$ cat config.mk
export PLATFORM = sky130hd
export DESIGN_NAME = eccp_top
export DESIGN_NICKNAME = d
export VERILOG_FILES = /design/src/eccp_pkg.sv /design/src/eccp_unit.sv /design/src/eccp_top.sv
export SDC_FILE = /design/constraint.sdc
export NUM_CORES = 1
export LEC_CHECK = 0
export ABC_AREA = 0
export BUFFER_PORTS_ARGS = -buffer_cell sky130_fd_sc_hd__buf_2
export CORE_MARGIN = 4
export CORE_UTILIZATION = 35
export DETAILED_ROUTE_END_ITERATION = 12
export SYNTH_ARGS = -nofsm -noshare
export SYNTH_HDL_FRONTEND = slang
export SYNTH_SLANG_ARGS = --single-unit
$ cat constraint.sdc
create_clock -name ref_clk -period 4.3 [get_ports ref_clk]
set_input_delay 0.43 -clock ref_clk [delete_from_list [all_inputs] [get_ports ref_clk]]
set_output_delay 0.43 -clock ref_clk [all_outputs]
set_load 0.01 [all_outputs]
$ cat src/eccp_pkg.sv
// Package with register map, field layout and timing constants of the capture/compare/PWM block.
package eccp_pkg;
  // ---------------------------------------------------------------------------
  // Register map
  // ---------------------------------------------------------------------------
  localparam logic [7:0] UNIT_STRIDE = 8'h10;
  localparam logic [7:0] OFS_MODE_CONTROL = 8'h00;
  localparam logic [7:0] OFS_VALUE = 8'h04;
  localparam logic [7:0] OFS_STEER = 8'h08;
  localparam logic [7:0] OFS_TIMER_SELECT = 8'h30;
  localparam logic [7:0] OFS_IRQ_STATUS = 8'h34;
  localparam logic [7:0] OFS_IRQ_MASK = 8'h38;
  localparam logic [7:0] RESET_BYTE = 8'h00;
  // ---------------------------------------------------------------------------
  // Field layout
  // ---------------------------------------------------------------------------
  localparam int MODE_LSB = 0;
  localparam int DUTY_LOW_LSB = 4;
  localparam int OUT_CFG_LSB = 6;
  localparam int UNIT1_TSEL_LSB = 0;
  localparam int UNIT2_TSEL_LSB = 3;
  localparam int UNIT3_TSEL_LSB = 6;
  localparam logic [3:0] MODE_OFF = 4'h0;
  localparam logic [3:0] MODE_CMP_TOGGLE = 4'h2;
  localparam logic [3:0] MODE_CAP_FALL = 4'h4;
  localparam logic [3:0] MODE_CAP_RISE = 4'h5;
  localparam logic [3:0] MODE_CAP_RISE4 = 4'h6;
  localparam logic [3:0] MODE_CAP_RISE16 = 4'h7;
  localparam logic [3:0] MODE_CMP_SET = 4'h8;
  localparam logic [3:0] MODE_CMP_CLR = 4'h9;
  localparam logic [3:0] MODE_CMP_SOFT = 4'hA;
  localparam logic [3:0] MODE_CMP_TRIG = 4'hB;
  localparam logic [1:0] CFG_SINGLE = 2'h0;
  localparam logic [1:0] CFG_FWD = 2'h1;
  localparam logic [1:0] CFG_HALF = 2'h2;
  localparam logic [1:0] CFG_REV = 2'h3;
  localparam logic [3:0] PRESCALE_4 = 4'h3;
  localparam logic [3:0] PRESCALE_16 = 4'hF;
  localparam logic [3:0] DEAD_BAND_CYCLES = 4'h2;
endpackage : eccp_pkg

$ cat src/eccp_unit.sv
// One capture/compare/PWM unit: pin capture, compare match and enhanced PWM outputs.
module eccp_unit
  import eccp_pkg::*;
(
  input wire logic ref_clk,
  input wire logic rst_n,
  input wire logic [7:0] mode_control,
  input wire logic mode_write,
  input wire logic [15:0] value_reg,
  input wire logic [3:0] steer,
  input wire logic [15:0] cap_timer,
  input wire logic [7:0] pwm_timer,
  input wire logic pwm_period_start,
  input wire logic pin_sync,
  output logic capture_event,
  output logic [15:0] capture_value_pair,
  output logic compare_event,
  output logic special_trigger,
  output logic [3:0] pin_out,
  output logic [3:0] pin_en
);
  logic [3:0] mode_select_field;
  logic [1:0] output_config_field;
  logic [1:0] duty_low_bits;
  logic pin_prev;
  logic [3:0] prescale;
  logic cmp_latch;
  logic pwm_run;
  logic pwm_raw;
  logic [3:0] dead_cnt;
  logic is_capture;
  logic is_pwm;
  logic edge_hit;
  logic match;
  logic [3:0] level;
  logic [3:0] active_low;
  logic [9:0] duty;

  assign mode_select_field = mode_control[MODE_LSB +: 4];
  assign duty_low_bits = mode_control[DUTY_LOW_LSB +: 2];
  assign output_config_field = mode_control[OUT_CFG_LSB +: 2];
  assign is_capture = mode_select_field[3:2] == 2'b01;
  assign is_pwm = mode_select_field[3:2] == 2'b11;
  assign duty = {value_reg[7:0], duty_low_bits};
  assign match = (mode_select_field[3] && !is_pwm) || mode_select_field == MODE_CMP_TOGGLE
    ? value_reg == cap_timer : 1'b0;

  always_comb begin
    edge_hit = 1'b0;
    case (mode_select_field)
      MODE_CAP_FALL: edge_hit = pin_prev && !pin_sync;
      MODE_CAP_RISE: edge_hit = !pin_prev && pin_sync;
      MODE_CAP_RISE4: edge_hit = !pin_prev && pin_sync && prescale == PRESCALE_4;
      MODE_CAP_RISE16: edge_hit = !pin_prev && pin_sync && prescale == PRESCALE_16;
      default: edge_hit = 1'b0;
    endcase
  end

  always_ff @(posedge ref_clk) begin
    if (!rst_n) begin
      pin_prev <= 1'b0;
      prescale <= 4'h0;
    end else begin
      pin_prev <= pin_sync;
      if (!is_capture || mode_write) begin
        prescale <= 4'h0;
      end else if (!pin_prev && pin_sync) begin
        prescale <= edge_hit ? 4'h0 : prescale + 4'h1;
      end
    end
  end

  always_ff @(posedge ref_clk) begin
    if (!rst_n) begin
      capture_event <= 1'b0;
      capture_value_pair <= 16'h0000;
    end else begin
      capture_event <= edge_hit;
      if (edge_hit) begin
        capture_value_pair <= cap_timer;
      end
    end
  end

  always_ff @(posedge ref_clk) begin
    if (!rst_n) begin
      compare_event <= 1'b0;
      special_trigger <= 1'b0;
      cmp_latch <= 1'b0;
    end else begin
      compare_event <= match;
      special_trigger <= match && mode_select_field == MODE_CMP_TRIG;
      if (mode_select_field == MODE_OFF) begin
        cmp_latch <= 1'b0;
      end else if (mode_write && mode_select_field == MODE_CMP_SET) begin
        cmp_latch <= 1'b0;
      end else if (mode_write && mode_select_field == MODE_CMP_CLR) begin
        cmp_latch <= 1'b1;
      end else if (match) begin
        case (mode_select_field)
          MODE_CMP_TOGGLE: cmp_latch <= !cmp_latch;
          MODE_CMP_SET: cmp_latch <= 1'b1;
          MODE_CMP_CLR: cmp_latch <= 1'b0;
          default: cmp_latch <= cmp_latch;
        endcase
      end
    end
  end

  always_ff @(posedge ref_clk) begin
    if (!rst_n) begin
      pwm_run <= 1'b0;
      pwm_raw <= 1'b0;
      dead_cnt <= 4'h0;
    end else begin
      if (!is_pwm) begin
        pwm_run <= 1'b0;
      end else if (pwm_period_start) begin
        pwm_run <= 1'b1;
      end
      pwm_raw <= pwm_run && ({pwm_timer, 2'b00} < duty);
      if (pwm_raw != (pwm_run && ({pwm_timer, 2'b00} < duty))) begin
        dead_cnt <= DEAD_BAND_CYCLES;
      end else if (dead_cnt != 4'h0) begin
        dead_cnt <= dead_cnt - 4'h1;
      end
    end
  end

  assign active_low = mode_select_field[1] ? {mode_select_field[0], 1'b1,
    mode_select_field[0], 1'b1} : {mode_select_field[0], 1'b0, mode_select_field[0], 1'b0};

  always_comb begin
    level = 4'h0;
    pin_en = 4'h0;
    pin_out = 4'h0;
    if (!is_pwm) begin
      pin_en[0] = mode_select_field != MODE_OFF && !is_capture;
      pin_out[0] = cmp_latch;
    end else begin
      case (output_config_field)
        CFG_SINGLE: begin
          level = {4{pwm_raw}};
          pin_en = steer;
        end
        CFG_FWD: begin
          level = {pwm_raw, 1'b0, 1'b0, pwm_run};
          pin_en = 4'hF;
        end
        CFG_HALF: begin
          level = {1'b0, 1'b0, pwm_run && !pwm_raw && dead_cnt == 4'h0,
            pwm_raw && dead_cnt == 4'h0};
          pin_en = 4'h3;
        end
        default: begin
          level = {1'b0, pwm_run, pwm_raw, 1'b0};
          pin_en = 4'hF;
        end
      endcase
      pin_out = (level ^ active_low) & pin_en;
    end
  end
endmodule : eccp_unit

$ cat src/eccp_top.sv
// Three enhanced capture/compare/PWM units behind an APB register slave.
module eccp_top
  import eccp_pkg::*;
#(
  parameter int UNITS = 3
) (
  input wire logic ref_clk,
  input wire logic rst_n,
  input wire logic psel,
  input wire logic penable,
  input wire logic pwrite,
  input wire logic [7:0] paddr,
  input wire logic [31:0] pwdata,
  output logic [31:0] prdata,
  output logic pready,
  output logic pslverr,
  input wire logic [15:0] timer_one_count,
  input wire logic [15:0] timer_three_count,
  input wire logic [7:0] timer_two_count,
  input wire logic [7:0] timer_four_count,
  input wire logic [7:0] timer_six_count,
  input wire logic [7:0] timer_eight_count,
  input wire logic [3:0] pwm_period_start,
  input wire logic [2:0] unit_io_pin,
  output logic [2:0] unit_interrupt_flag,
  output logic irq,
  output logic [2:0] timer_one_reset,
  output logic [2:0] timer_three_reset,
  output logic [2:0] adc_start,
  output logic [11:0] pwm_pins,
  output logic [11:0] pwm_pins_oe_n
);
  // ---------------------------------------------------------------------------
  // Register storage
  // ---------------------------------------------------------------------------
  logic [7:0] unit_mode_control [UNITS];
  logic [15:0] value_reg [UNITS];
  logic [3:0] steer_reg [UNITS];
  logic [7:0] unit_timer_select;
  logic [2:0] irq_mask;
  logic [2:0] pin_s1;
  logic [2:0] pin_s2;
  logic [2:0] pin_s3;
  logic [2:0] pin_clean;
  logic [2:0] cap_ev;
  logic [2:0] cmp_ev;
  logic [2:0] trig;
  logic [2:0] sel_one;
  logic [15:0] cap_val [UNITS];
  logic [3:0] u_out [UNITS];
  logic [3:0] u_en [UNITS];
  logic [2:0] mode_wr;
  logic wr_go;
  logic rd_go;
  logic status_rd;
  logic [2:0] read_clear;
  logic [1:0] tsel [UNITS];
  logic [1:0] unit_idx;
  logic [7:0] local_ofs;
  logic [31:0] next_prdata;
  logic next_err;

  assign wr_go = psel && penable && pwrite;
  assign rd_go = psel && penable && !pwrite;
  assign unit_idx = paddr[5:4];
  assign local_ofs = paddr & (UNIT_STRIDE - 8'h01);
  assign status_rd = rd_go && paddr == OFS_IRQ_STATUS;
  // Only the bits that the read returned are cleared, so an event landing at the setup edge is kept.
  assign read_clear = status_rd ? prdata[2:0] : 3'h0;

  // ---------------------------------------------------------------------------
  // Pin synchronisers
  // ---------------------------------------------------------------------------
  // Three stages; the level moves on only when the last two agree, filtering a late edge.
  always_ff @(posedge ref_clk) begin
    if (!rst_n) begin
      pin_s1 <= 3'h0;
      pin_s2 <= 3'h0;
      pin_s3 <= 3'h0;
      pin_clean <= 3'h0;
    end else begin
      pin_s1 <= unit_io_pin;
      pin_s2 <= pin_s1;
      pin_s3 <= pin_s2;
      pin_clean <= (pin_s2 & pin_s3) | (pin_clean & (pin_s2 | pin_s3));
    end
  end

  // ---------------------------------------------------------------------------
  // Timer selection and units
  // ---------------------------------------------------------------------------
  assign tsel[0] = unit_timer_select[UNIT1_TSEL_LSB +: 2];
  assign tsel[1] = unit_timer_select[UNIT2_TSEL_LSB +: 2];
  assign tsel[2] = unit_timer_select[UNIT3_TSEL_LSB +: 2];

  genvar g;
  generate
    for (g = 0; g < UNITS; g++) begin : g_unit
      logic [7:0] pwm_t;
      assign sel_one[g] = tsel[g] == 2'b00;
      always_comb begin
        case (tsel[g])
          2'b00: pwm_t = timer_two_count;
          2'b01: pwm_t = timer_four_count;
          2'b10: pwm_t = timer_six_count;
          default: pwm_t = timer_eight_count;
        endcase
      end
      eccp_unit u_unit (
        .ref_clk(ref_clk),
        .rst_n(rst_n),
        .mode_control(unit_mode_control[g]),
        .mode_write(mode_wr[g]),
        .value_reg(value_reg[g]),
        .steer(steer_reg[g]),
        .cap_timer(sel_one[g] ? timer_one_count : timer_three_count),
        .pwm_timer(pwm_t),
        .pwm_period_start(pwm_period_start[tsel[g]]),
        .pin_sync(pin_clean[g]),
        .capture_event(cap_ev[g]),
        .capture_value_pair(cap_val[g]),
        .compare_event(cmp_ev[g]),
        .special_trigger(trig[g]),
        .pin_out(u_out[g]),
        .pin_en(u_en[g])
      );
      always_ff @(posedge ref_clk) begin
        if (!rst_n) begin
          pwm_pins[4*g +: 4] <= 4'h0;
          pwm_pins_oe_n[4*g +: 4] <= 4'hF;
          timer_one_reset[g] <= 1'b0;
          timer_three_reset[g] <= 1'b0;
          adc_start[g] <= 1'b0;
        end else begin
          pwm_pins[4*g +: 4] <= u_out[g];
          pwm_pins_oe_n[4*g +: 4] <= ~u_en[g];
          timer_one_reset[g] <= trig[g] && sel_one[g];
          timer_three_reset[g] <= trig[g] && !sel_one[g];
          adc_start[g] <= trig[g];
        end
      end
    end
  endgenerate

  // ---------------------------------------------------------------------------
  // Register writes
  // ---------------------------------------------------------------------------
  always_ff @(posedge ref_clk) begin
    if (!rst_n) begin
      mode_wr <= 3'h0;
      unit_timer_select <= RESET_BYTE;
      irq_mask <= 3'h0;
      for (int i = 0; i < UNITS; i++) begin
        unit_mode_control[i] <= RESET_BYTE;
        value_reg[i] <= 16'h0000;
        steer_reg[i] <= 4'h1;
      end
    end else begin
      mode_wr <= 3'h0;
      if (wr_go && paddr == OFS_TIMER_SELECT) begin
        unit_timer_select <= pwdata[7:0];
      end
      if (wr_go && paddr == OFS_IRQ_MASK) begin
        irq_mask <= pwdata[2:0];
      end
      for (int i = 0; i < UNITS; i++) begin
        if (wr_go && unit_idx == 2'(i) && local_ofs == OFS_MODE_CONTROL) begin
          unit_mode_control[i] <= pwdata[7:0];
          mode_wr[i] <= 1'b1;
        end
        if (wr_go && unit_idx == 2'(i) && local_ofs == OFS_VALUE) begin
          value_reg[i] <= pwdata[15:0];
        end
        if (wr_go && unit_idx == 2'(i) && local_ofs == OFS_STEER) begin
          steer_reg[i] <= pwdata[3:0];
        end
      end
    end
  end

  // ---------------------------------------------------------------------------
  // Interrupt flags
  // ---------------------------------------------------------------------------
  // A read of the status register clears the bits that it returned; a same-cycle event still sets its bit.
  always_ff @(posedge ref_clk) begin
    if (!rst_n) begin
      unit_interrupt_flag <= 3'h0;
      irq <= 1'b0;
    end else begin
      unit_interrupt_flag <= (unit_interrupt_flag & ~read_clear) | cap_ev | cmp_ev;
      irq <= |(((unit_interrupt_flag & ~read_clear) | cap_ev | cmp_ev) & irq_mask);
    end
  end

  // ---------------------------------------------------------------------------
  // Read data
  // ---------------------------------------------------------------------------
  always_comb begin
    next_prdata = 32'h0000_0000;
    next_err = 1'b0;
    if (paddr == OFS_TIMER_SELECT) begin
      next_prdata[7:0] = unit_timer_select;
    end else if (paddr == OFS_IRQ_STATUS) begin
      next_prdata[2:0] = unit_interrupt_flag;
    end else if (paddr == OFS_IRQ_MASK) begin
      next_prdata[2:0] = irq_mask;
    end else if (unit_idx < 2'(UNITS) && local_ofs == OFS_MODE_CONTROL) begin
      next_prdata[7:0] = unit_mode_control[unit_idx];
    end else if (unit_idx < 2'(UNITS) && local_ofs == OFS_VALUE) begin
      next_prdata[15:0] = unit_mode_control[unit_idx][3:2] == 2'b01 ? cap_val[unit_idx]
        : value_reg[unit_idx];
    end else if (unit_idx < 2'(UNITS) && local_ofs == OFS_STEER) begin
      next_prdata[3:0] = steer_reg[unit_idx];
    end else begin
      next_err = 1'b1;
    end
  end

  // Zero wait states: ready follows the setup cycle, so every access takes two cycles.
  always_ff @(posedge ref_clk) begin
    if (!rst_n) begin
      prdata <= 32'h0000_0000;
      pready <= 1'b0;
      pslverr <= 1'b0;
    end else begin
      pready <= psel && !penable;
      pslverr <= psel && !penable && next_err;
      prdata <= (psel && !penable && !pwrite) ? next_prdata : 32'h0000_0000;
    end
  end
endmodule : eccp_top

# ---- After elaboration in Yosys (flattened, before gate mapping)
# Memories as Yosys holds them, arrays and structs flattened.
# Index checks and enable logic that the tools add are counted.
dict set report op_classes {
  addsub 6
  muxes 117
  n_eq_ne 62
  reduce_logical 145
  n_lt_le_gt_ge 8
  n_bitwise 31
}
# cell count
set ops {}
lappend ops {{16-bit 2-to-1 mux} 9}
lappend ops {{8-bit case mux with 3 select lines} 3}
lappend ops {{1-bit logical AND} 69}
lappend ops {{4-bit 2-to-1 mux} 14}
lappend ops {{4-bit by 3-bit == test with 1-bit output, second input constant} 13}
lappend ops {{4-bit == test, second input constant} 13}
lappend ops {{1-bit 2-to-1 mux} 52}
lappend ops {{16-bit == test} 3}
lappend ops {{8-bit 2-to-1 mux} 5}
lappend ops {{4-bit case mux with 3 select lines} 3}
lappend ops {{4-bit nonzero test} 9}
lappend ops {{16-bit binary-select mux with 2-bit select} 1}
lappend ops {{10-bit less-than comparator} 3}
lappend ops {{3-bit 2-to-1 mux} 9}
lappend ops {{4-bit by 2-bit == test with 1-bit output, second input constant} 6}
lappend ops {{8-bit by 6-bit == test with 1-bit output, second input constant} 3}
lappend ops {{4-bit zero test} 6}
lappend ops {{4-bit case mux with 2 select lines} 3}
lappend ops {{1-bit zero test} 23}
lappend ops {{2-bit by 1-bit == test with 1-bit output, second input constant} 11}
lappend ops {{2-bit == test, second input constant} 10}
lappend ops {{2-bit zero test} 7}
lappend ops {{2-bit AND reduction} 7}
lappend ops {{4-bit by 1-bit adder with 4-bit output, second input constant} 3}
lappend ops {{other kinds (26)} 84}
dict set report totals {
  in_bits 116
  regBits 190
  n_memories 3
  ramBits 84
  out_inout_bits 71
}
# name words width read_ports rd_ports_with_merged_regs write_ports line
set mem_list {}
lappend mem_list {value_reg 3 16 4 0 3 eccp_top.sv:37} ;# logic [15:0] value_reg [UNITS];
lappend mem_list {unit_mode_control 3 8 4 0 3 eccp_top.sv:36} ;# logic [7:0] unit_mode_control [UNITS];
lappend mem_list {steer_reg 3 4 4 0 3 eccp_top.sv:38} ;# logic [3:0] steer_reg [UNITS];

# ---- Depth between registers and ports, before layout
# Gate-level depths: netlist of the first run.
dict set report depth {
  word_depth 10
  depth_mapped 11
  ltp_nobuf 9
}

# ---- Hierarchy
# Synthesis of the first run repeated with hierarchy kept, for this count alone.
dict set report unflattened {
  cells_unflattened 1323
  hier_area_um2 13416.6
}
# mod cells_each area_per_inst_um2 instances
set modules_own_cells {}
lappend modules_own_cells {eccp_top 652 7951.4 1}
lappend modules_own_cells {{eccp_unit at g_unit[0].u_unit ...} 229 1800.5 2}
lappend modules_own_cells {{eccp_unit at g_unit[2].u_unit} 213 1864.3 1}

# ---- Least setup slack after synthesis of the first run
# OpenSTA, ideal clock, no wires.
dict set report synth_timing {
  path_type {input-to-reg}
  start {input paddr[4]}
  end {memory value_reg[0][0], enable pin}
  path_stages 5
  arrival_time_ns 2.858
  path_slack_ns 1.031
  cell_sequence {clkbuf_1 > clkbuf_1 > buf_1 > or3b_2 > o21ai_0}
}
# item line
set synth_lines {}
lappend synth_lines {{from (decl)} eccp_top.sv:12} ;# input wire logic [7:0] paddr,
lappend synth_lines {{to (decl)} eccp_top.sv:37}

# ---- Final worst setup path of the first run
dict set report layout_timing {
  start {register unit_timer_select[0]}
  end {register g_unit[0].u_unit.dead_cnt[2]}
}
dict set report layout_via {
  elab_chain_cells 6
}
# item line
set layout_lines {}
lappend layout_lines {{from (decl)} eccp_top.sv:39} ;# logic [7:0] unit_timer_select;
lappend layout_lines {{from (signal assigned)} eccp_top.sv:161} ;# unit_timer_select <= pwdata[7:0];
lappend layout_lines {{2-bit == test (tied with other cells)} eccp_top.sv:102} ;# case (tsel[g])
lappend layout_lines {{8-bit case mux with 3 select lines *} eccp_top.sv:102}
lappend layout_lines {{10-bit less-than comparator *} eccp_unit.sv:122} ;# if (pwm_raw != (pwm_run && ({pwm_timer, 2'b00} < duty))) begin
lappend layout_lines {{1-bit logical AND *} eccp_unit.sv:122}
lappend layout_lines {{1-bit inequality test *} eccp_unit.sv:122}
lappend layout_lines {{2-bit OR reduction (no line) *} -}
lappend layout_lines {{to (signal assigned)} eccp_unit.sv:125} ;# dead_cnt <= dead_cnt - 4'h1;
lappend layout_lines {{to (decl)} eccp_unit.sv:30} ;# logic [3:0] dead_cnt;
# Every way passes the cells marked *; elsewhere a longest branch is shown, timed or not.
# A chain may end at the register's enable or synchronous reset.

==> results by group, run 1 <==
CTS
  • Root buffer cell: clkbuf_16
  • CTS tree: yes
  • Post-CTS Hold Buffers: 0
  • Clock Latency Late Sink: 0.57 ns
  • Post-CTS repair timing setup buffer count: 0
  • Clk buf depth: 3
  • H-tree Lvls: 1
  • Num CTS Buffers: 27
  • Clock slew at the register clock pins of the worst setup and hold paths: approximately 0.070 ns
  • CTS Sinks: between 200 and 300
  • CTS resizes: 0

Logic synthesis
  • Ys flop type: dfxtp_1
  • Seq cells post-synth: 258
  • Seq/Total Area, Yosys: approximately 44%
  • Synth Instances: 1435
  • Syn Area/Cell: around 9.4 sq um
  • Mapped Area: between 0.01 and 0.015 sq mm
  • Netlist cell types: 70
  • Number of enable flip-flop cells after synthesis: 84
  • Synth async-reset ratio: 0%
  • Synth Warn #: 0

Routing
  • Drt initial violations: 1020
  • Vias: around 11000
  • # DRC: 0
  • WL/cell: approximately 22 microns
  • Via density: 5.48
  • DRT Pass-1 Iters: 5
  • Antenna-violating nets left: 0
  • Post-Route WL: between 40000 and 50000 microns

Die
  • Core ar.: 0.0378 sq mm
  • Die ar.: about 0.042 sq mm
  • DIE HEIGHT: approximately 200 microns
  • Starting density of the core: a little over a third
  • Die Wd: between 200 and 250 microns
  • FP Rows: 71
  • Io pins: ~190

Placed design
  • Placed insts: roughly 2000
  • GP Congestion: 0.931
  • Port Buffers: ~150
  • HPWL after DPL: roughly 34000 microns
  • Dpl cell area: between 0.01 and 0.015 sq mm

Pwr
  • Pwr/cell area: 352 mW/mm^2
  • Worst vdd ir: around 0.25 mV
  • Clk pwr share: approximately two fifths
  • Flop pwr share: between 40% and 50%
  • Gate power share: 10.5%
  • P_sw: approximately 1400 uW
  • Total Power: roughly 5500 uW
  • Switch share: between 20% and 30%
  • Leakage power: 0.00586 uW
  • Internal: 4020 uW

Setup path
  • Crit path required time: between 4 and 5 ns
  • Critical path class: reg2reg
  • Max incr delay on CP: about 0.94 ns
  • Startpoint Class: register
  • Worst path slowest cell: dfxtp_1
  • Critical-path maximum fanout: 13
  • Most used cell along the critical path: o21ai_0
  • Critical-path cell list: mux4_2 > ha_1 > nor3b_1 > o21ai_0 > nand2b_1 > a21oi_1 > o21ai_0 > xnor2_1 > a2111oi_0
  • Crit path max-delay family: flip-flops
  • CP Capture Type: register
  • Crit path DAT: around 3.8 ns
  • CP Buf/Inv Count: 0

Timing
  • Period minus WS final: 3.31 ns
  • Worst hold slack: 0.0766 ns
  • Relative slew slack: about a quarter
  • Tcrit/Tclk final: 77.0%
  • RSZ-0062 raised after global routing: false
  • Final setup vio count: 0
  • Setup tns final: 0 ns
  • Final Max Slew Viols: 0
  • Worst Tran Pin Value: between 1 and 1.5 ns
  • Peak Freq: between 0.3 and 0.4 GHz
  • Skew final: roughly 0.015 ns
  • Hold Vio Cnt, Final: 0

Cells and area
  • Non-Filler Instances: approximately 2100
  • Nets: between 1500 and 2000
  • Commonest non-fill, non-tap cell in the layout: dfxtp_1
  • Most frequent cells in the layout: 174 x dfxtp_1, 170 x nand2_1, 154 x buf_2
  • Layout cells sized above 1: between 10% and 20%
  • Post-route cell area: ~0.015 sq mm
  • Fill count: 3808
  • Area Overhead vs Synth: 14.7%

Flow run
  • Max Cap Viol: 0

Global routing
  • Remaining Overflow, GRT: 0
  • Initial antenna violation count: 3
  • Vias in the first global route: 11200
  • Total track usage: approximately a fifth
  • First-pass GRT wire length: 68100 microns
  • Largest net degree at the start of global routing: approximately 70

Run status
  • Outcome: completed

Worst hold path
  • Tightest Hold Check Type: in2reg
## power by group through the flow
stage               Clock (uW)  Combinational [uW]  Sequential, uW
floorplan                    0                 371            2670
global placement             0                 556            2720
detailed placement           0                 562            2720
CTS                       2250                 564            2670
global route              2350                 622            2680
finish                    2210                 571            2670
## kinds of logic (layout without fill, tap and decap cells)
kind of cell               count (synthesis)  in the layout  synth area share, %
xor gates and xnor gates                  66             66                 4.28
adders and majority gates                 27             27                 2.50
AOI/OAI and AO/OA                        298            298                 14.8
and+or+nand+nor                          518            518                 18.4
buffers and inverters                    165            283                 5.38
DFF                                      258            258                 44.5
other                                      1             19               0.0278
muxes                                    102            102                 10.2
## metal layers
layer / vias to the layer above / GRT usage (%) / part of all wire, %
met5: - / 0 / 0
met4: 0 / 7.92 / 3.6
met3: 86 / 4.49 / 7.9
met2: 483 / 32.7 / 45
met1: 5476 / 29.1 / 44
li1: 5365 / - / -
## final timing paths
path                                            from                           end  slack (ns)  cells past startpoint
worst max register to register  unit_timer_select[0]  g_unit[0].u_unit.dead_cnt[2]        0.99                      9
worst max-delay path            unit_timer_select[0]  g_unit[0].u_unit.dead_cnt[2]        0.99                      9
worst min register to register             pin_s1[0]                     pin_s2[0]        0.44                      1
worst min-delay path                  unit_io_pin[0]                     pin_s1[0]        0.08                      2
## cells in the mapped netlist (all sizes together) (9+ instances only)
cell type,count,area [sq um]
nand3,23,115
o21ai,79,395
nand2,170,638
xnor2,31,272
buf,40,257
nand3b,9,67.6
o22ai,18,113
inv,54,203
nor2b,15,93.8
edfxtp,84,2520
nand2b,23,144
a311oi,32,280
o221ai,12,105
xor2,35,307
a211oi,20,150
dfxtp,174,3480
mux2i,68,693
nor2,143,537
and2,43,269
nor3,19,95.1
nor4,10,68.8
a21oi,64,320
clkbuf,71,268
nand4,17,106
ha,27,338
mux4,27,608
## cell type report
class | instances | area [sq um] | area share (%)
sequential | 258 | 6010 | 38.8
antenna | 3 | 7.51 | 0.0485
inverter | 54 | 203 | 1.31
timing repair buffer | 179 | 958 | 6.19
clock inverter | 14 | 105 | 0.679
clock buffer | 36 | 709 | 4.58
tap | 511 | 639 | 4.13
multi-input combinational | 1027 | 6860 | 44.3
## metrics by stage
step	setup WS (ns)	util [%]
floorplan	1.03	-
global route	0.700	40.9
global placement	1.03	38.7
CTS	0.966	40.9
finish	0.987	40.9
detailed placement	0.997	38.7
No activity file was read; power rests on OpenSTA's default activity.
==> run 2, diff against run 1 <==
Settings changed: ABC_AREA 0 to 1.
Clock period 4.3 ns to 3.35 ns, I/O delays scaled along.
==> run 2 against run 1 <==
Against the previous run:
- sequential cell count did not move
- global-route usage is 1.6 points higher
- clock skew down 0.0056 ns
- largest power group unchanged
- routed wire length up 13%
- count of clock-buffer cells in the layout increased by 2
- design area is 4.9% higher
- total power is 37% higher
==> results by group, run 2 <==
Placed design
  • HPWL after DPL: 38500 microns (was 34100 microns)
  • Place WS: 0.523 ns (was 0.997 ns)
  • Port Buffers: 154 (unchanged)
  • GP Congestion: 1.00 (was 0.931)
  • Dpl cell area: 0.0152 sq mm (was 0.0147 sq mm)
  • Placed insts: 2568 (was 2029)

Setup path
  • Worst path slowest cell: nor2_2 (was dfxtp_1)
  • Max incr delay on CP: 0.58 ns (was 0.94 ns)
  • Startpoint Class: register (unchanged)
  • CP Capture Type: register (unchanged)
  • Reg2Reg Setup Slack: 0.50 ns (was 0.99 ns)
  • Critical-path maximum fanout: 12 (was 13)
  • Most used cell along the critical path: nand2_1 (was o21ai_0)
  • Critical-path cell list: nor2_2 > nand2_1 > nand3_1 > o21ai_0 > inv_1 > ha_1 > a21oi_1 > o21ai_0 > nand2_1 > nand4_1 > xor2_1 > nand2_1 > nor3_1 (was mux4_2 > ha_1 > nor3b_1 > o21ai_0 > nand2b_1 > a21oi_1 > o21ai_0 > xnor2_1 > a2111oi_0)
  • Crit path required time: 3.84 ns (was 4.75 ns)
  • Critical path class: reg2reg (unchanged)
  • Crit path DAT: 3.34 ns (was 3.76 ns)

CTS
  • Root buffer cell: clkbuf_16 (unchanged)
  • CTS Sinks: 258 (unchanged)
  • Num CTS Buffers: 29 (was 27)
  • CTS resizes: 0 (unchanged)
  • H-tree Lvls: 1 (unchanged)
  • Clk buf depth: 3 (unchanged)
  • Clock slew at the register clock pins of the worst setup and hold paths: 0.06 ns (was 0.07 ns)
  • CTS tree: yes (unchanged)
  • Clock Latency Late Sink: 0.57 ns (about the same)

Logic synthesis
  • Largest family of logic cells by synthesized area: simple AND/OR/NAND/NOR gates (unchanged)
  • Synth cell count leaders: 493 x nand2_1, 229 x inv_1, 188 x nor2_1 (was 174 x dfxtp_1, 170 x nand2_1, 143 x nor2_1)
  • Synth Instances: 1925 (was 1435)
  • Seq/Total Area, Yosys: 43.2% (was 44.5%)
  • Post-synthesis simple-gate area fraction: 27.6% (was 18.4%)
  • Synth Warn #: 0 (unchanged)
  • Compound-Gate Fraction of Synth Area: 15.5% (was 14.8%)
  • Adder-Cell Fraction of Synth Area: 2.43% (was 2.50%)
  • Multiplexer area fraction after synthesis: 0% (was 10.2%)
  • Synth async-reset ratio: 0% (unchanged)
  • Largest area contributor in the netlist: dfxtp_1 (unchanged)
  • Mapped Area: 0.0139 sq mm (was 0.0135 sq mm)
  • Share of the synthesized area in the top cell type: 25.1% (was 25.8%)
  • Seq cells post-synth: 258 (unchanged)
  • Ys flop type: dfxtp_1 (unchanged)
  • Synth area leaders: dfxtp_1 25%, edfxtp_1 18%, nand2_1 13% (was dfxtp_1 26%, edfxtp_1 19%, mux2i_1 5.0%)
  • Most common cell in the netlist: nand2_1 (was dfxtp_1)
  • Netlist cell types: 49 (was 70)
  • Syn Area/Cell: 7.22 sq um (was 9.41 sq um)
  • Number of enable flip-flop cells after synthesis: 84 (unchanged)
  • Xor and xnor area share after synthesis: 1.51% (was 4.28%)

Cells and area
  • Area Overhead vs Synth: 16.9% (was 14.7%)
  • Nets: 2227 (was 1690)
  • Post-route cell area: 0.0162 sq mm (was 0.0155 sq mm)
  • Non-Filler Instances: 2624 (was 2082)
  • Multi-input gate area: 0.00660 sq mm (was 0.00686 sq mm)
  • Most frequent cells in the layout: 493 x nand2_1, 229 x inv_1, 186 x nor2_1 (was 174 x dfxtp_1, 170 x nand2_1, 154 x buf_2)
  • Layout cells sized above 1: 13.4% (was 17.3%)
  • Commonest non-fill, non-tap cell in the layout: nand2_1 (was dfxtp_1)
  • Diode count: 0 (was 3)
  • Fill count: 4072 (was 3808)
  • Register Area: 0.00601 sq mm (unchanged)

Worst hold path
  • Tightest Hold Check Type: in2reg (unchanged)

Die
  • Io pins: 187 (unchanged)
  • Die ar.: 0.0430 sq mm (was 0.0418 sq mm)
  • Starting density of the core: 35.7% (about the same)
  • DIE HEIGHT: 207 microns (was 204 microns)
  • Core ar.: 0.0389 sq mm (was 0.0378 sq mm)
  • Die Wd: 207 microns (was 204 microns)
  • FP Rows: 72 (was 71)

Global routing
  • First-pass GRT wire length: 77100 microns (was 68100 microns)
  • Remaining Overflow, GRT: 0 (unchanged)
  • Largest net degree at the start of global routing: 96 (was 68)
  • Initial antenna violation count: 0 (was 3)
  • Vias in the first global route: 12900 (was 11200)
  • Total track usage: 22.7% (was 21.1%)

Timing
  • RSZ-0062 raised after global routing: false (unchanged)
  • Setup tns final: 0 ns (unchanged)
  • Final setup vio count: 0 (unchanged)
  • Worst hold slack: 0.0338 ns (was 0.0766 ns)
  • Skew final: 0.00954 ns (was 0.0152 ns)
  • Worst Tran Pin Value: 1.05 ns (was 1.12 ns)
  • Tcrit/Tclk final: 85.2% (was 77.0%)
  • Relative slew slack: 30.3% (was 24.8%)
  • Post-route setup slack: 0.497 ns (was 0.987 ns)
  • Hold Vio Cnt, Final: 0 (unchanged)
  • Final Max Slew Viols: 0 (unchanged)
  • Period minus WS final: 2.85 ns (was 3.31 ns)
  • Peak Freq: 0.350 GHz (was 0.302 GHz)

Routing
  • Antenna-violating nets left: 0 (unchanged)
  • Drt initial violations: 1382 (was 1020)
  • Post-Route WL: 51200 microns (was 45400 microns)
  • # DRC: 0 (unchanged)
  • Vias: 13900 (was 11400)
  • WL/cell: 19.5 microns (was 21.8 microns)
  • Via density: 5.28 (was 5.48)
  • DRT Pass-1 Iters: 7 (was 5)

Pwr
  • Leakage power: 0.00753 uW (was 0.00586 uW)
  • Clk pwr share: 44.3% (was 40.6%)
  • Gate power share: 10.7% (was 10.5%)
  • Worst vdd ir: 0.334 mV (was 0.254 mV)
  • Pwr/cell area: 461 mW/mm^2 (was 352 mW/mm^2)
  • Flop pwr share: 45.0% (was 49.0%)
  • P_sw: 1970 uW (was 1430 uW)
  • Internal: 5510 uW (was 4020 uW)
  • Switch share: 26.4% (was 26.2%)

Flow run
  • Max Cap Viol: 0 (unchanged)

Run status
  • Outcome: completed (unchanged)
-- run 2: changes by cell type after synthesis, moves of 27 or more --
| cell | change |
|---|---|
| a21oi_1 | +55 |
| a311oi_1 | -31 |
| and2_1 | -43 |
| clkbuf_1 | -44 |
| inv_1 | +175 |
| mux2i_1 | -67 |
| mux4_2 | -27 |
| nand2_1 | +323 |
| nand3_1 | +106 |
| nor2_1 | +45 |
| o21ai_0 | +81 |
| xnor2_1 | -28 |
-- run 2: through the flow --
stage,utilization (%),power [uW]
after floorplan,-,3880
after global placement,39.1,4200
after detailed placement,39.1,4210
after CTS,41.7,7530
after global routing,41.7,7760
final,41.7,7480
-- run 2: power by group through the flow --
stage / logic (uW) / clock network, uW / registers (uW)
3_5_place_dp: 780 / 0 / 3430
5_1_grt: 879 / 3510 / 3370
3_3_place_gp: 772 / 0 / 3430
2_1_floorplan: 475 / 0 / 3410
6_report: 800 / 3310 / 3370
4_1_cts: 786 / 3380 / 3360
-- run 2: kinds of logic (layout without fill, tap and decap cells) --
family / count (synthesis) / count (layout)
simple gates: 905 / 905
compound gates: 388 / 388
buf+inv: 322 / 488
flops: 258 / 258
fa+ha+maj: 27 / 27
xor+xnor: 24 / 24
other cells: 1 / 16
-- run 2: routing by layer --
metal / share of wire [%] / track usage, %
met1: 43 / 31.7
met2: 44 / 35.8
met3: 9.3 / 3.85
met4: 3.9 / 8.05
met5: 0 / 0
-- run 2: layout make-up --
type                            count  area share [%]
Inverter                          241            5.57
Multi-Input combinational cell   1360            40.6
Clock inverter                     15            1.23
Tap cell                          518            3.99
Clock buffer                       38            4.80
Timing Repair Buffer              194            6.79
Sequential cell                   258            37.0
-- run 2: timing repair --
item,CTS,global route
hold endpoints to repair,3,0
endpoints found under the setup margin,0,0
buffers inserted,0,0
hold buffers,3,0
-- run 2: critical path, delay by kind of cell (launching register included) --
family | cells | cell delay (ns)
flops | 1 | 0.42
simple gates | 7 | 1.39
buf+inv | 1 | 0.09
fa+ha+maj | 1 | 0.24
compound gates | 3 | 0.39
xor+xnor | 1 | 0.25
-- run 2: worst paths after layout --
kind,start,end,cells after the start
max,unit_timer_select[7],g_unit[2].u_unit.dead_cnt[0],13
min,penable,pready,2
max reg2reg,unit_timer_select[7],g_unit[2].u_unit.dead_cnt[0],13
min reg2reg,pin_s1[0],pin_s2[0],2
==> run 3, diff against run 2 <==
--- a/config.mk
+++ b/config.mk
@@ -8,5 +8,6 @@
 export ABC_AREA = 1
-export BUFFER_PORTS_ARGS = -buffer_cell sky130_fd_sc_hd__buf_2
+export BUFFER_PORTS_ARGS = -buffer_cell sky130_fd_sc_hd__buf_4
 export CORE_MARGIN = 4
 export CORE_UTILIZATION = 35
+export CTS_BUF_LIST = sky130_fd_sc_hd__clkbuf_8 sky130_fd_sc_hd__clkbuf_16
 export DETAILED_ROUTE_END_ITERATION = 12
==> constraint.sdc (replaced) <==
create_clock -name ref_clk -period 3.35 [get_ports ref_clk]
set_input_delay 0.67 -clock ref_clk [delete_from_list [all_inputs] [get_ports ref_clk]]
set_output_delay 0.67 -clock ref_clk [all_outputs]
set_load 0.01 [all_outputs]
==> run 3 against run 2 <==
Against the previous run:
- non-clock buffer count unchanged
- global-route usage increased by 0.12 points
- sequential power about the same
- combinational power increased by 4.1%
- routed wire length decreased by 0.16%
- total power decreased by 0.99%
- count of clock-buffer cells in the layout decreased by 8
- register-to-register slack got worse by 0.10 ns
- worst setup slack got worse by 0.10 ns
==> results by group, run 3 (synthesized netlist as in run 2, its figures left out) <==
Worst hold path
  • Tightest Hold Check Type: in2reg (unchanged)
  • Hold Path Origin: unit_io_pin[0] (was penable)

Flow run
  • Max Cap Viol: 0 (unchanged)

CTS
  • Clock slew at the register clock pins of the worst setup and hold paths: 0.06 ns (about the same)
  • Clock Latency Late Sink: 0.57 ns (about the same)
  • CTS tree: yes (unchanged)
  • H-tree Lvls: 1 (unchanged)
  • CTS Sinks: 258 (unchanged)
  • Post-CTS Hold Buffers: 0 (was 3)
  • Clk buf depth: 3 (unchanged)
  • CTS resizes: 0 (unchanged)
  • Num CTS Buffers: 29 (unchanged)
  • Root buffer cell: clkbuf_16 (unchanged)
  • Post-CTS repair timing setup buffer count: 0 (unchanged)

Cells and area
  • Commonest non-fill, non-tap cell in the layout: nand2_1 (unchanged)
  • Layout cells sized above 1: 13.6% (was 13.4%)
  • Diode count: 0 (unchanged)
  • Area Overhead vs Synth: 19.2% (was 16.9%)
  • Final Util: 42.6% (was 41.7%)
  • Most frequent cells in the layout: 493 x nand2_1, 233 x inv_1, 194 x buf_4 (was 493 x nand2_1, 229 x inv_1, 186 x nor2_1)
  • Nets: 2227 (unchanged)
  • Fill count: 4030 (was 4072)

Routing
  • Via density: 5.32 (was 5.28)
  • DRT Pass-1 Iters: 6 (was 7)
  • Vias: 14000 (was 13900)
  • Drt initial violations: 1367 (was 1382)
  • # DRC: 0 (unchanged)
  • Antenna-violating nets left: 0 (unchanged)
  • Post-Route WL: 51200 microns (about the same)
  • WL/cell: 19.5 microns (about the same)

Timing
  • Tcrit/Tclk final: 88.2% (was 85.2%)
  • Final Max Slew Viols: 0 (unchanged)
  • Final setup vio count: 0 (unchanged)
  • RSZ-0062 raised after global routing: false (unchanged)
  • Worst Tran Pin Value: 0.873 ns (was 1.05 ns)
  • Relative slew slack: 41.8% (was 30.3%)
  • Skew final: 0.0297 ns (was 0.00954 ns)
  • Hold Vio Cnt, Final: 0 (unchanged)
  • Setup tns final: 0 ns (unchanged)
  • Period minus WS final: 2.95 ns (was 2.85 ns)
  • Worst hold slack: 0.311 ns (was 0.0338 ns)
  • Peak Freq: 0.338 GHz (was 0.350 GHz)
  • Post-route setup slack: 0.395 ns (was 0.497 ns)

Setup path
  • Startpoint Class: register (unchanged)
  • Crit path DAT: 3.40 ns (was 3.34 ns)
  • Worst path slowest cell: nor2_2 (unchanged)
  • Crit path required time: 3.79 ns (was 3.84 ns)
  • Max incr delay on CP: 0.55 ns (was 0.58 ns)
  • FF-to-FF Start: unit_timer_select[3] (was unit_timer_select[7])
  • Setup crit start: unit_timer_select[3] (was unit_timer_select[7])
  • Most used cell along the critical path: nand2_1 (unchanged)
  • CP Buf/Inv Count: 1 (unchanged)
  • Critical path class: reg2reg (unchanged)
  • Critical-path cell list: nor2_2 > buf_4 > nand2_1 > nand3_1 > nand2_1 > nor2_1 > nand2_1 > nor2_1 > nand3_1 > nand2_1 > nand3_1 > nand2_1 > nor2_1 (was nor2_2 > nand2_1 > nand3_1 > o21ai_0 > inv_1 > ha_1 > a21oi_1 > o21ai_0 > nand2_1 > nand4_1 > xor2_1 > nand2_1 > nor3_1)
  • CP Capture Type: register (unchanged)
  • Critical-path maximum fanout: 29 (was 12)
  • Crit path max-delay family: simple AND/OR/NAND/NOR gates (unchanged)

Die
  • FP Rows: 72 (unchanged)
  • DIE HEIGHT: 207 microns (unchanged)
  • Starting density of the core: 35.7% (unchanged)
  • Die ar.: 0.0430 sq mm (unchanged)
  • Core ar.: 0.0389 sq mm (unchanged)
  • Io pins: 187 (unchanged)
  • Die Wd: 207 microns (unchanged)

Pwr
  • Flop pwr share: 45.5% (was 45.0%)
  • Switch share: 26.7% (was 26.4%)
  • Internal: 5430 uW (was 5510 uW)
  • P_sw: 1980 uW (was 1970 uW)
  • Clk pwr share: 43.3% (was 44.3%)
  • Pwr/cell area: 447 mW/mm^2 (was 461 mW/mm^2)
  • Leakage power: 0.00762 uW (was 0.00753 uW)
  • Gate power share: 11.2% (was 10.7%)
  • Worst vdd ir: 0.347 mV (was 0.334 mV)

Placed design
  • Place WS: 0.463 ns (was 0.523 ns)
  • Port Buffers: 154 (unchanged)
  • HPWL after DPL: 38800 microns (was 38500 microns)
  • GP Congestion: 0.964 (was 1.00)

Global routing
  • Remaining Overflow, GRT: 0 (unchanged)
  • Largest net degree at the start of global routing: 74 (was 96)
  • Vias in the first global route: 13300 (was 12900)
  • Total track usage: 22.9% (was 22.7%)
  • First-pass GRT wire length: 77700 microns (was 77100 microns)
  • Initial antenna violation count: 1 (was 0)

Run status
  • Outcome: completed (unchanged)
[run 3: changes by cell type in the layout (fill, tap and decap cells not counted), moves of 2 or more]
cell	delta
buf_4	+159
buf_2	-154
clkbuf_1	-7
inv_1	+4
dlygate4sd3_1	-3
buf_12	-2
clkinv_1	+2
[run 3: metal layers]
layer | wire, microns | up-vias | GRT usage [%]
li1 | - | 6686 | -
met1 | 21900 | 6481 | 31.2
met2 | 22800 | 677 | 36.6
met3 | 4540 | 111 | 4.04
met4 | 1930 | 2 | 8.21
met5 | 11 | - | 0
[run 3: area by class of cell]
cell class                 count  area, sq um  area share [%]
clock buffer                  30          739            4.46
clock inverter                23          215            1.30
inverter                     241          905            5.46
multi-input combinational   1360         6600            39.8
sequential                   258         6010            36.2
tap                          518          648            3.91
timing repair buffer         194         1460            8.79
[run 3: path summary, 6_finish.rpt]
| check | end | slack [ns] | cells after the start |
|---|---|---|---|
| max reg2reg | g_unit[1].u_unit.cmp_latch | 0.40 | 13 |
| min | pin_s1[0] | 0.31 | 3 |
| max | g_unit[1].u_unit.cmp_latch | 0.40 | 13 |
| min reg2reg | pin_s2[0] | 0.41 | 2 |
[run 3: per-stage QoR]
stage / total power [uW] / instances / instance area, sq um
2_1_floorplan: 3880 / 1940 / 14000
3_3_place_gp: 4240 / 2571 / 15600
3_5_place_dp: 4250 / 2571 / 15600
4_1_cts: 7440 / 2624 / 16600
5_1_grt: 7700 / 2624 / 16600
6_report: 7410 / 2624 / 16600
[run 3: worst reg2reg max path, cell delays in order, from the launching register on]
cell	delay, ns
dfxtp_1	0.45
nor2_2	0.56
buf_4	0.46
nand2_1	0.14
nand3_1	0.11
nand2_1	0.15
nor2_1	0.13
nand2_1	0.11
nor2_1	0.13
nand3_1	0.26
nand2_1	0.17
nand3_1	0.07
nand2_1	0.08
nor2_1	0.04
[run 3: power groups by stage]
stage | clock network [uW] | logic, uW | registers [uW]
2_1_floorplan | 0 | 475 | 3410
4_1_cts | 3260 | 821 | 3360
3_3_place_gp | 0 | 809 | 3430
5_1_grt | 3410 | 916 | 3370
6_report | 3210 | 833 | 3370
3_5_place_dp | 0 | 817 | 3430
